[config.mk]
export PLATFORM = sky130hd
export DESIGN_NAME = mpm_map_unit
export DESIGN_NICKNAME = d
export VERILOG_FILES = /design/src/hdl/mpm_pkg.sv /design/src/hdl/mpm_reset_sync.sv /design/src/hdl/mpm_pin_sync.sv /design/src/hdl/mpm_map_unit.sv
export SDC_FILE = /design/constraint.sdc
export NUM_CORES = 2
export LEC_CHECK = 0
export BUFFER_PORTS_ARGS = -buffer_cell sky130_fd_sc_hd__buf_2
export CORE_MARGIN = 1
export CORE_UTILIZATION = 64
export DETAILED_ROUTE_END_ITERATION = 8
export PLACE_DENSITY_LB_ADDON = 0.1
export SLEW_MARGIN = 0
export SYNTH_ARGS = -nofsm -noshare
export SYNTH_HDL_FRONTEND = slang
export SYNTH_SLANG_ARGS = --single-unit
[constraint.sdc]
create_clock -name ref_clk -period 33.2 [get_ports ref_clk]
set_input_delay 6.64 -clock ref_clk [delete_from_list [all_inputs] [get_ports ref_clk]]
set_output_delay 6.64 -clock ref_clk [all_outputs]
set_load 0.02 [all_outputs]
[src/hdl/mpm_pkg.sv]
// shared constants and types for the memory page map unit
package mpm_pkg;
    // ==========================================================
    // i/o device codes and transfer kinds
    localparam logic [5:0] DEV_MAIN = 6'h02;
    localparam logic [5:0] DEV_AUX = 6'h03;
    localparam int DEV_W = 6;
    localparam int WORD_W = 16;
    localparam int PHYS_W = 7;
    localparam int OFFS_W = 10;
    localparam int LPAGE_W = 6;
    localparam int PADDR_W = PHYS_W + OFFS_W;
    localparam int ENTRIES = 64;
    localparam int NMAPS = 4;
    // map index encoding: 0 user A, 1 user B, 2 data channel A, 3 data channel B / utility
    localparam logic [1:0] MAP_UA = 2'h0;
    localparam logic [1:0] MAP_UB = 2'h1;
    localparam logic [1:0] MAP_DA = 2'h2;
    localparam logic [1:0] MAP_DB = 2'h3;
    // ==========================================================
    // word bit positions as vector indices; document bit 0, the most significant bit of a word, is index 15
    localparam int B_SEL = 15;
    localparam int B_LP_HI = 14;
    localparam int B_LP_LO = 10;
    localparam int B_AB = 9;
    localparam int B_PH_HI = 6;
    localparam int B_PM = 15;
    localparam int B_DCM = 14;
    localparam int B_PMI = 13;
    localparam int B_UME = 9;
    localparam int B_SCAB = 5;
    localparam int B_PAB = 0;
    localparam int SC_DELAY = 2;
    localparam logic [1:0] SC_CNT0 = 2'h0;
    // ==========================================================
    typedef enum logic [1:0] {XF_NONE, XF_A, XF_B, XF_C} mpm_xfer_t;
    typedef enum logic [1:0] {FL_NONE, FL_SET, FL_CLR, FL_PULSE} mpm_flag_t;
    typedef struct packed {
        logic valid;
        logic isOut;
        mpm_xfer_t xfer;
        mpm_flag_t flag;
        logic [DEV_W-1:0] dev;
        logic [WORD_W-1:0] acc;
    } mpm_io_t;
    typedef struct packed {
        logic valid;
        logic dataChan;
        logic indirect;
        logic [WORD_W-1:0] addr;
    } mpm_ref_t;
    typedef struct packed {
        logic progEn;
        logic progArmed;
        logic dataEn;
        logic inhibit;
        logic utilEn;
        logic scSel;
        logic progSel;
    } mpm_stat_t;
endpackage

[src/hdl/mpm_reset_sync.sv]
// reset release synchroniser
`timescale 1ns/1ps
module mpm_reset_sync (
    input wire logic ref_clk,
    input wire logic rst_b,
    output logic rstSync_b
);
    logic meta_r;
    // two flops release the reset in step with the clock
    always_ff @(posedge ref_clk or negedge rst_b) begin
        if (!rst_b) begin
            meta_r <= 1'b0;
            rstSync_b <= 1'b0;
        end else begin
            meta_r <= 1'b1;
            rstSync_b <= meta_r;
        end
    end
endmodule // mpm_reset_sync

[src/hdl/mpm_pin_sync.sv]
// three-flop synchroniser, output changes when stages two and three agree
`timescale 1ns/1ps
module mpm_pin_sync (
    input wire logic ref_clk,
    input wire logic rstSync_b,
    input wire logic pinIn,
    output logic pinOut
);
    logic s1_r;
    logic s2_r;
    logic s3_r;
    logic out_nxt;
    // agreement filter on the last two stages
    always_comb begin
        out_nxt = pinOut;
        if (s2_r == s3_r) begin
            out_nxt = s3_r;
        end
    end
    always_ff @(posedge ref_clk or negedge rstSync_b) begin
        if (!rstSync_b) begin
            s1_r <= 1'b0;
            s2_r <= 1'b0;
            s3_r <= 1'b0;
            pinOut <= 1'b0;
        end else begin
            s1_r <= pinIn;
            s2_r <= s1_r;
            s3_r <= s2_r;
            pinOut <= out_nxt;
        end
    end
endmodule // mpm_pin_sync

[src/hdl/mpm_map_unit.sv]
// memory page map unit: map store, status, page check and address translation
`timescale 1ns/1ps
// Overview of operation
// (RL1) 32K mode: two user, two channel maps
// (RL2) 64K mode: two user, channel, utility maps
// (RL3) enabled stream translated, else passes straight through
// (RL4) status write bit 1 sets channel enable
// (RL5) status bit 0 arms; enable after indirect
// (RL6) interrupt request sets inhibit, stops user translation
// (RL7) inhibited interrupt runs on physical addresses
// (RL8) stack fault and trap inhibit likewise
// (RL9) map instructions talk only to CPU
// (RL10) answers device codes 2 and 3
// (RL11) pulse on code 2 maps second reference
// (RL12) clear on code 3 disables and initialises
// (RL13) unused flag commands have no function
// (RL14) load map writes entry, accumulator kept
// (RL15) load word: select, page, bank, physical
// (RL16) bit 6 picks A or B map
// (RL17) initiate check captures word and entry
// (RL18) check word: select, page, bank fields
// (RL19) page check returns captured bits, physical
// (RL20) physical page prefixed to page offset
// (RL21) high address bits index the entry
module mpm_map_unit
    import mpm_pkg::*;
#(
    parameter int ENTRY_CNT = mpm_pkg::ENTRIES
) (
    input wire logic ref_clk,
    input wire logic rst_b,
    input wire logic mode64k,
    input wire mpm_pkg::mpm_io_t ioReq,
    input wire mpm_pkg::mpm_ref_t memRef,
    input wire logic intReqPin,
    input wire logic stackFault,
    input wire logic trapTaken,
    output logic [mpm_pkg::WORD_W-1:0] ioData,
    output logic ioAck,
    output logic [mpm_pkg::PADDR_W-1:0] physAddr,
    output logic physValid,
    output logic mapped,
    output mpm_pkg::mpm_stat_t status
);
    import mpm_pkg::*;

    // ==========================================================
    // reset and pin synchronisation
    logic rstSync_b;
    logic intReq;
    logic intReqD_r;
    mpm_reset_sync uRst (
        .ref_clk(ref_clk),
        .rst_b(rst_b),
        .rstSync_b(rstSync_b)
    );
    mpm_pin_sync uInt (
        .ref_clk(ref_clk),
        .rstSync_b(rstSync_b),
        .pinIn(intReqPin),
        .pinOut(intReq)
    );

    // ==========================================================
    // decode helpers
    function automatic logic isCmd(input mpm_io_t r, input logic [DEV_W-1:0] d, input logic o, input mpm_xfer_t x);
        isCmd = r.valid && (r.dev == d) && (r.isOut == o) && (r.xfer == x);
    endfunction
    // map index from family and bank bits; utility map shares the channel B slot
    function automatic logic [1:0] mapIdx(input logic fam, input logic bank);
        mapIdx = {fam, bank};
    endfunction
    function automatic logic [LPAGE_W-1:0] pageOf(input logic [WORD_W-1:0] a);
        pageOf = a[WORD_W-1 -: LPAGE_W];
    endfunction
    // status word as read back: program and channel enables and inhibit on top, utility enable and select bits low, reserved fields zero
    function automatic logic [WORD_W-1:0] statWord(input mpm_stat_t s);
        statWord = {s.progEn, s.dataEn, s.inhibit, 3'h0, s.utilEn, 2'h0, 1'b0, s.scSel, 4'h0, s.progSel};
    endfunction

    // RL9 RL10: only codes 2 and 3 are decoded, no peripheral traffic
    logic isLoad;
    logic isStatW;
    logic isStatR;
    logic isChkW;
    logic isChkR;
    logic isScPulse;
    logic isClear;
    logic isDevAny;
    assign isLoad = isCmd(ioReq, DEV_MAIN, 1'b1, XF_B); // RL14
    assign isStatW = isCmd(ioReq, DEV_MAIN, 1'b1, XF_A);
    assign isStatR = isCmd(ioReq, DEV_MAIN, 1'b0, XF_A);
    assign isChkW = isCmd(ioReq, DEV_AUX, 1'b1, XF_A); // RL17
    assign isChkR = isCmd(ioReq, DEV_AUX, 1'b0, XF_A); // RL19
    // set/clear on code 2 and set/pulse on code 3 fall through with no effect
    assign isScPulse = ioReq.valid && ioReq.dev == DEV_MAIN && ioReq.flag == FL_PULSE; // RL11
    assign isClear = ioReq.valid && ioReq.dev == DEV_AUX && ioReq.flag == FL_CLR; // RL12
    assign isDevAny = ioReq.valid && (ioReq.dev == DEV_MAIN || ioReq.dev == DEV_AUX); // RL10

    // ==========================================================
    // map store: four maps of 64 entries, flip-flops addressed by index
    logic [PHYS_W-1:0] map_r [NMAPS][ENTRY_CNT];
    logic [1:0] ldMap;
    logic [LPAGE_W-1:0] ldPage;
    // RL15 RL16: bit 0 family, bit 6 bank, bits 1-5 page (the extra top index bit is held 0, in 64K mode too)
    assign ldMap = mapIdx(ioReq.acc[B_SEL], ioReq.acc[B_AB]); // RL16
    assign ldPage = {1'b0, ioReq.acc[B_LP_HI:B_LP_LO]}; // RL15
    genvar gm;
    genvar ge;
    generate
        for (gm = 0; gm < NMAPS; gm++) begin : gMap
            for (ge = 0; ge < ENTRY_CNT; ge++) begin : gEnt
                logic [PHYS_W-1:0] ent_nxt;
                // a load writes only the entry named by family, bank and page
                always_comb begin
                    ent_nxt = map_r[gm][ge];
                    if (isLoad && ldMap == 2'(gm) && ldPage == LPAGE_W'(ge)) begin
                        ent_nxt = ioReq.acc[B_PH_HI:0]; // RL14 RL15
                    end
                end
                // entry register
                always_ff @(posedge ref_clk or negedge rstSync_b) begin
                    if (!rstSync_b) begin
                        map_r[gm][ge] <= '0;
                    end else begin
                        map_r[gm][ge] <= ent_nxt;
                    end
                end
            end
        end
    endgenerate

    // ==========================================================
    // status word: enables, arming, inhibit and select bits
    mpm_stat_t stat_r;
    mpm_stat_t stat_nxt;
    logic intEdge;
    logic nonDc;
    logic armStep;
    assign intEdge = intReq && !intReqD_r;
    assign nonDc = memRef.valid && !memRef.dataChan;
    // only a processor indirect reference completes the two-step program map enable
    assign armStep = stat_r.progArmed && nonDc && memRef.indirect; // RL5
    // write, arming step, inhibit entry and clear, later steps taking priority except that a write blocks the arming step
    always_comb begin
        stat_nxt = stat_r;
        if (isStatW) begin
            stat_nxt.dataEn = ioReq.acc[B_DCM]; // RL4
            stat_nxt.progArmed = ioReq.acc[B_PM]; // RL5
            stat_nxt.progEn = 1'b0;
            stat_nxt.inhibit = 1'b0;
            stat_nxt.utilEn = ioReq.acc[B_UME];
            stat_nxt.scSel = ioReq.acc[B_SCAB];
            stat_nxt.progSel = ioReq.acc[B_PAB];
        end else if (armStep) begin
            stat_nxt.progEn = 1'b1; // RL5
            stat_nxt.progArmed = 1'b0;
        end
        // interrupt, stack fault and trap entry all suspend user translation
        if (intEdge || stackFault || trapTaken) begin
            stat_nxt.inhibit = 1'b1; // RL6 RL7 RL8
        end
        if (isClear) begin
            stat_nxt = '0; // RL12
        end
    end
    // status registers and the interrupt edge detector
    always_ff @(posedge ref_clk or negedge rstSync_b) begin
        if (!rstSync_b) begin
            stat_r <= '0;
            intReqD_r <= 1'b0;
        end else begin
            stat_r <= stat_nxt;
            intReqD_r <= intReq;
        end
    end

    // ==========================================================
    // single-cycle mapping countdown
    logic [1:0] scCnt_r;
    logic [1:0] scCnt_nxt;
    // channel cycles interleave freely, so only processor references are counted
    always_comb begin
        scCnt_nxt = scCnt_r;
        if (isScPulse) begin
            scCnt_nxt = 2'(SC_DELAY); // RL11
        end else if (nonDc && scCnt_r != SC_CNT0) begin
            scCnt_nxt = scCnt_r - 2'h1;
        end
        if (isClear) begin
            scCnt_nxt = SC_CNT0; // RL12
        end
    end
    always_ff @(posedge ref_clk or negedge rstSync_b) begin
        if (!rstSync_b) begin
            scCnt_r <= SC_CNT0;
        end else begin
            scCnt_r <= scCnt_nxt;
        end
    end

    // ==========================================================
    // page-check capture: request bits and the entry they name, taken together
    logic [8:0] chk_r;
    logic [8:0] chk_nxt;
    logic [PHYS_W-1:0] chkPhys_r;
    logic [PHYS_W-1:0] chkPhys_nxt;
    // load and check words agree in bits 0-6, so the load field decode is shared
    always_comb begin
        chk_nxt = chk_r;
        chkPhys_nxt = chkPhys_r;
        if (isChkW) begin
            chk_nxt = ioReq.acc[WORD_W-1 -: 9]; // RL17 RL18
            chkPhys_nxt = map_r[ldMap][ldPage]; // RL17
        end
        if (isClear) begin
            chk_nxt = '0; // RL12
            chkPhys_nxt = '0;
        end
    end
    always_ff @(posedge ref_clk or negedge rstSync_b) begin
        if (!rstSync_b) begin
            chk_r <= '0;
            chkPhys_r <= '0;
        end else begin
            chk_r <= chk_nxt;
            chkPhys_r <= chkPhys_nxt;
        end
    end

    // ==========================================================
    // i/o answer: read data and acknowledge, one cycle after the request
    logic [WORD_W-1:0] ioData_nxt;
    logic ioAck_nxt;
    // reserved and unimplemented fields read as zero
    always_comb begin
        ioData_nxt = '0;
        ioAck_nxt = isDevAny; // RL9 RL10
        if (isChkR) begin
            ioData_nxt = {chk_r[8:2], 2'b00, chkPhys_r}; // RL19
        end else if (isStatR) begin
            ioData_nxt = statWord(stat_r);
        end
    end
    always_ff @(posedge ref_clk or negedge rstSync_b) begin
        if (!rstSync_b) begin
            ioData <= '0;
            ioAck <= 1'b0;
        end else begin
            ioData <= ioData_nxt;
            ioAck <= ioAck_nxt;
        end
    end

    // ==========================================================
    // address translation, registered one cycle after the reference
    logic [1:0] xMap;
    logic xOn;
    logic [LPAGE_W-1:0] xPage;
    logic [PADDR_W-1:0] phys_nxt;
    logic scHit;
    assign scHit = nonDc && scCnt_r == 2'h1;
    always_comb begin
        xMap = MAP_UA;
        xOn = 1'b0;
        // RL21: 32K mode uses address bits 1-5, 64K mode bits 0-5
        xPage = mode64k ? pageOf(memRef.addr) : {1'b0, memRef.addr[WORD_W-2 -: 5]};
        if (memRef.dataChan) begin
            xMap = mode64k ? MAP_DA : mapIdx(1'b1, stat_r.progSel); // RL1 RL2
            xOn = stat_r.dataEn; // RL3
        end else if (scHit) begin
            xMap = mapIdx(1'b0, stat_r.scSel); // RL11
            xOn = 1'b1;
        end else if (stat_r.utilEn && mode64k) begin
            xMap = MAP_DB; // RL2
            xOn = !stat_r.inhibit;
        end else begin
            xMap = mapIdx(1'b0, stat_r.progSel);
            xOn = stat_r.progEn && !stat_r.inhibit; // RL3 RL6
        end
        if (xOn) begin
            phys_nxt = {map_r[xMap][xPage], memRef.addr[OFFS_W-1:0]}; // RL20
        end else if (mode64k) begin
            phys_nxt = {1'b0, memRef.addr}; // RL3
        end else begin
            phys_nxt = {2'h0, memRef.addr[WORD_W-2:0]}; // RL3
        end
    end
    // translated address, qualifiers and the status copy leave from flops
    always_ff @(posedge ref_clk or negedge rstSync_b) begin
        if (!rstSync_b) begin
            physAddr <= '0;
            physValid <= 1'b0;
            mapped <= 1'b0;
            status <= '0;
        end else begin
            physAddr <= phys_nxt;
            physValid <= memRef.valid;
            mapped <= memRef.valid && xOn;
            status <= stat_nxt;
        end
    end
endmodule // mpm_map_unit

After elaboration in Yosys (flattened, before gate mapping)
Cells that the tools add are included.
- $add $sub $neg: 1
- order comparisons: 4
- eq/ne operators: 42
- mux-type cells: 36
- bitwise operators: 5
- reduce and logical (&&, ||, !) cells: 169
- operators with widths (cell ; number):
    $bmux 448 s2 ; 2
    $mux 448 ; 4
    $logic_and 1x1->1 ; 155
    $bmux 7 s6 ; 2
    $eq 5x5->1 const B ; 16
    $mux 7 ; 7
    $mux 16 ; 3
    $eq 5x4->1 const B ; 8
    $eq 5x3->1 const B ; 4
    $mux 9 ; 2
    $mux 17 ; 1
    $mux 2 ; 8
    $ge 7x7->1 const B ; 2
    $eq 6x2->1 const B ; 2
    $eq 2x2->1 const B ; 5
    $eq 5x2->1 const B ; 2
    $reduce_bool 3->1 ; 3
    $not 5->7 ; 1
    $not 6->7 ; 1
    $eq 2x1->1 const B ; 3
    $ge 3x3->1 const B ; 2
    $logic_not 6->1 ; 1
    $mux 6 ; 1
    $not 2->3 ; 2
    other kinds (10) ; 20
- register bits: 964
- word-level logic and storage cells: 407

Longest topological paths before layout
- depth in word-level cells: 13
- gate-level depth with buffers: 15

Hierarchy
A second synthesis with hierarchy kept.
- cell total of the unflattened synthesis: 4094
- area total of the unflattened synthesis: 51540.7 µm²
- modules (own cells, without submodules) (module ; instances ; cells an instance ; area each (µm²) ; seq. area each (µm²)):
    mpm_map_unit ; 1 ; 4086 ; 51375.5 ; 23872.9
    mpm_pin_sync ; 1 ; 5 ; 111.4 ; 100.1
    mpm_reset_sync ; 1 ; 3 ; 53.8 ; 50.0

Least setup slack after synthesis
No wires, ideal clock.
- kind: input to register
- from: input ioReq[9] (netlist bit)
- to: register chkPhys_r[2]
- setup time: 0.122 ns
- arrival: 9.070 ns
- required time: 33.078 ns
- slack: 24.009 ns
- cell stages on the path: 10
- path through: buf_4 buf_2 buf_2 buf_2 mux4_2 nand2_1 nand4_1 a2111oi_0 o21ai_0 a32o_1
- cells in the longest elaborated chain, start to end: 9
- RTL lines (element ; RTL line ; source):
    from (decl) ; mpm_map_unit.sv:33 ; input wire mpm_pkg::mpm_io_t ioReq,
    $not 2->3 (not written as such) ; mpm_map_unit.sv:214 ; chkPhys_nxt = map_r[ldMap][ldPage];
    $bmux 448 s2 ; mpm_map_unit.sv:214 ;
    $mux 448 (not written as such) (2 in a row) ; mpm_map_unit.sv:214 ;
    $bmux 7 s6 ; mpm_map_unit.sv:214 ;
    $mux 7 (not written as such) (2 in a row) ; mpm_map_unit.sv:214 ;
    $mux 7 ; mpm_map_unit.sv:212 ; if (isChkW) begin
    $mux 7 ; mpm_map_unit.sv:216 ; if (isClear) begin
    to (signal assigned) ; mpm_map_unit.sv:227 ; chkPhys_r <= chkPhys_nxt;
    to (decl) ; mpm_map_unit.sv:206 ; logic [PHYS_W-1:0] chkPhys_r;
No other way between the ends. The select of a mux whose other input is x is not followed.
A chain may end at the register's enable or synchronous reset.

Worst setup path after layout
- from: input ioReq[15] (netlist bit)
- to: register chkPhys_r[4]
Same word-level chain as after synthesis.

==> out/metrics.csv <==
stage;metric;value;unit
critical_path;path_class;in2reg;
floorplanning;rows;103;
drt;ant_nets;0;
drt;drc_errors;2;
floorplanning;die-area;81730;sq um
sta;period_needed;11.28;ns
critical_path;ff2ff_setup_slack;27.63;ns
drt;drtPass1Iterations;9;
critical_path;cpPeakStageDelay;0.86;ns
yosys;syn_area_per_cell;12.91;sq um
power;total_power;2625;uW
clock_network;cts_sinks;960;
sta;hold_viol_final;0;
yosys;yosysWarnings;0;
cells_and_area;num-nets-final;3996;
floorplanning;io_pins;96;
sta;post-route-period-util;33.98;%
place;hpwl;117800;um
clock_network;clk_pin_slew;0.06;ns
hold_path;hp-class;reg2reg;
critical_path;critPathLaunchType;input pin;
sta;setup_viol;0;
floorplanning;die_h;285.9;um
yosys;ys_seq_area_share;46.58;%
sta;timing.setup.tns;0;ns
critical_path;cp_cell_sequence;buf_8, buf_4, buf_4, buf_4, mux4_2, a22o_1, a21oi_1, nand4_1, nor2_1, o21ai_0, a32o_1;
clock_network;tritoncts;yes;
hold_path;hold_path_end;uInt.s2_r$_DFF_PN0_;
power;p_int;1923;uW
power;p_comb_share;10.4;%
critical_path;arrival;11.84;ns
sta;worstMarginPinSlew;1.552;ns
place;gp_congestion;1.008;
place;port_buffers;91;
sta;slew_headroom;-3.829;%
global_route;antenna_found_initial;9;
critical_path;r2r-start;scCnt_r[0]$_DFFE_PN0P_;
critical_path;r2r_cells;11;
yosys;syn-cell-area;51580;sq um
critical_path;cpMostUsedCell;buf_4;
clock_network;cts-root-buf;clkbuf_16;
yosys;synth_edf_count;0;
power;seqPwrFrac;45.0;%
cells_and_area;layout-drive-gt1-share;39.96;%
outcome;violations;DRC, capacitance limit, slew limit;
global_route;grt_pass1_vias;37938;
yosys;syn_inst;3994;
cells_and_area;fin_util;70.47;%
cells_and_area;synthToLayoutAreaGrowth;8.466;%
clock_network;cts_setup_buffers;0;
critical_path;cp_slowest_cell;buf_4;
yosys;ys_types;75;
critical_path;setup.worst_path.end_class;flop;
hold_path;whs_path_depth;0;
outcome;status;finished with violations;
clock_network;cts_resized;0;
yosys;synthArstFlopShare;100.0;%
cells_and_area;finalNonFillerCells;5081;
critical_path;crit_family;buffers and inverters;
clock_network;cts_hold_buf;0;
floorplanning;start_util;64.97;%
drt;vias_per_cell;7.545;
drt;vias;38336;
yosys;yosys_register_bits;960;
drt;drt-total-wl;180900;um
clock_network;cts_inserted_buffers;104;
hold_path;worstHoldStart;uInt.s1_r$_DFF_PN0_;
sta;finalClockSkew;0.02006;ns
power;p_leak;0.02516;uW
power;power.density;46.92;nW/um^2
sta;rsz0062_at_grt;false;
floorplanning;die_w;285.9;um
global_route;grt_usage;45.00;%
power;p_switching;702.1;uW
clock_network;h-tree-depth;3;
yosys;synthFlopType;dfrtp_1;
critical_path;r2r-end;physAddr[16]$_DFF_PN0_;
power;p_clk_share;44.6;%
critical_path;critPathBufInv;4;
sta;drv_slew;4;
global_route;grt_max_degree;200;
floorplanning;coreArea;79390;sq um
drt;drt_iter0_drc;5795;
critical_path;critPathMaxFanout;75;
global_route;grt_pass1_wl;264900;um
drt;wire_per_inst;35.61;um
sta;fmax;88.65;MHz
cells_and_area;fill_cells;5450;
global_route;gr-total-overflow;0;
clock_network;clockBufferDepth;3;
place;dpl.cell_count;4885;
power;switching_share;26.75;%
run;drv_cap;2;
clock_network;insertion_delay;0.69;ns
power;vdd_drop_max;0.04734;mV
critical_path;required;33.76;ns
final cells by class:
cell class                      count  area, sq um  share of cell area, %
Clock buffer                      161         3129                  5.593
Tap cell                         1050         1314                  2.348
Sequential cell                   960        24030                  42.95
Multi-Input combinational cell   2674        25840                  46.18
Antenna cell                        7        17.52                0.03131
Inverter                           18        67.56                 0.1208
Timing Repair Buffer              183         1261                  2.254
Clock inverter                     28        292.8                 0.5233
cells by family after synthesis:
group	Yosys count	synth area share, %
xor+xnor	2	0.03397
fa+ha+maj	3	0.06792
mux	1335	36.14
compound gates	325	4.781
other cells	2	0.01456
simple gates	1006	8.871
flops	960	46.58
buf+inv	361	3.510
metrics by stage:
stage,worst slack (ns),cell area (sq um),hold slack (ns)
floorplan,4.459,51580,0.3312
global placement,21.55,52510,0.3351
CTS,22.26,55930,0.3478
finish,21.92,55940,0.3468
global route,21.94,55930,0.3632
detailed placement,21.58,52510,0.3347
synth_stat cells (all sizes together) (30+ instances only):
| cell | count | area, sq um |
|---|---|---|
| nand4 | 61 | 381.6 |
| buf | 132 | 950.9 |
| a21oi | 30 | 150.1 |
| a32oi | 33 | 289.0 |
| mux2i | 106 | 1061 |
| mux4 | 324 | 7391 |
| o21ai | 35 | 175.2 |
| nor2 | 131 | 566.8 |
| dfrtp | 960 | 24020 |
| nand3 | 170 | 850.8 |
| nand2 | 511 | 1918 |
| mux2 | 905 | 10190 |
| a22oi | 37 | 277.8 |
| clkbuf | 211 | 792.0 |
| a31oi | 31 | 193.9 |
| nor3 | 47 | 251.5 |
sequential cells by signal (all words and copies together), names as in the netlist:
name            count
scCnt_r             2
chk_r               7
uInt.s3_r           1
uInt.s2_r           1
physAddr           17
mapped              1
physValid           1
uInt.s1_r           1
uRst.meta_r         1
ioData             14
uInt.pinOut         1
ioAck               1
uRst.rstSync_b      1
stat_r              7
chkPhys_r           7
intReqD_r           1
map_r             896
per-layer routing:
layer / wire length (um) / share of wire, % / track usage [%] / vias up
li1: - / - / - / 14904
met1: 65770 / 36 / 60.70 / 19759
met2: 76690 / 42 / 62.74 / 3002
met3: 26690 / 15 / 18.04 / 663
met4: 11730 / 6.5 / 23.90 / 8
met5: 44 / 0.024 / 0 / -
cell usage in the layout (no fill, tap or decap), types with 30 or more instances in the layout:
cell type | netlist | final
nor2_1 | 101 | 95
mux2_2 | 905 | 905
a31oi_1 | 31 | 30
mux2i_1 | 106 | 106
nor3_1 | 45 | 43
buf_2 | 68 | 81
dfrtp_1 | 960 | 959
buf_4 | 24 | 94
a32oi_1 | 33 | 33
mux4_2 | 299 | 299
o21ai_0 | 33 | 33
nand4_1 | 61 | 61
nand2_1 | 511 | 511
nand3_1 | 170 | 169
nor2_2 | 30 | 32
a22oi_1 | 37 | 37
a21oi_1 | 30 | 30
clkbuf_16 | 0 | 106
worst max-delay path by stage:
| stage | from | to | slack (ns) | depth (start not counted) |
|---|---|---|---|---|
| final | ioReq[15] | chkPhys_r[4]$_DFFE_PN0P_ | 21.92 | 11 |
| after detailed placement | ioReq[15] | chkPhys_r[2]$_DFFE_PN0P_ | 21.58 | 11 |
| after global routing | ioReq[15] | chkPhys_r[2]$_DFFE_PN0P_ | 21.94 | 11 |
| after CTS | ioReq[15] | chkPhys_r[2]$_DFFE_PN0P_ | 22.26 | 11 |
| after floorplan | uRst.rstSync_b$_DFF_PN0_ | chkPhys_r[0]$_DFFE_PN0P_ | 4.46 | 0 |
| after global placement | ioReq[15] | chkPhys_r[2]$_DFFE_PN0P_ | 21.55 | 11 |
power by group through the flow:
stage | Combinational [uW] | Clock [uW] | Sequential (uW)
3_5_place_dp | 261 | 0 | 1200
5_1_grt | 279 | 1220 | 1180
3_3_place_gp | 257 | 0 | 1200
6_report | 273 | 1170 | 1180
2_1_floorplan | 156 | 0 | 1220
4_1_cts | 262 | 1170 | 1180
Note: power is estimated with default switching activity, not from simulation.
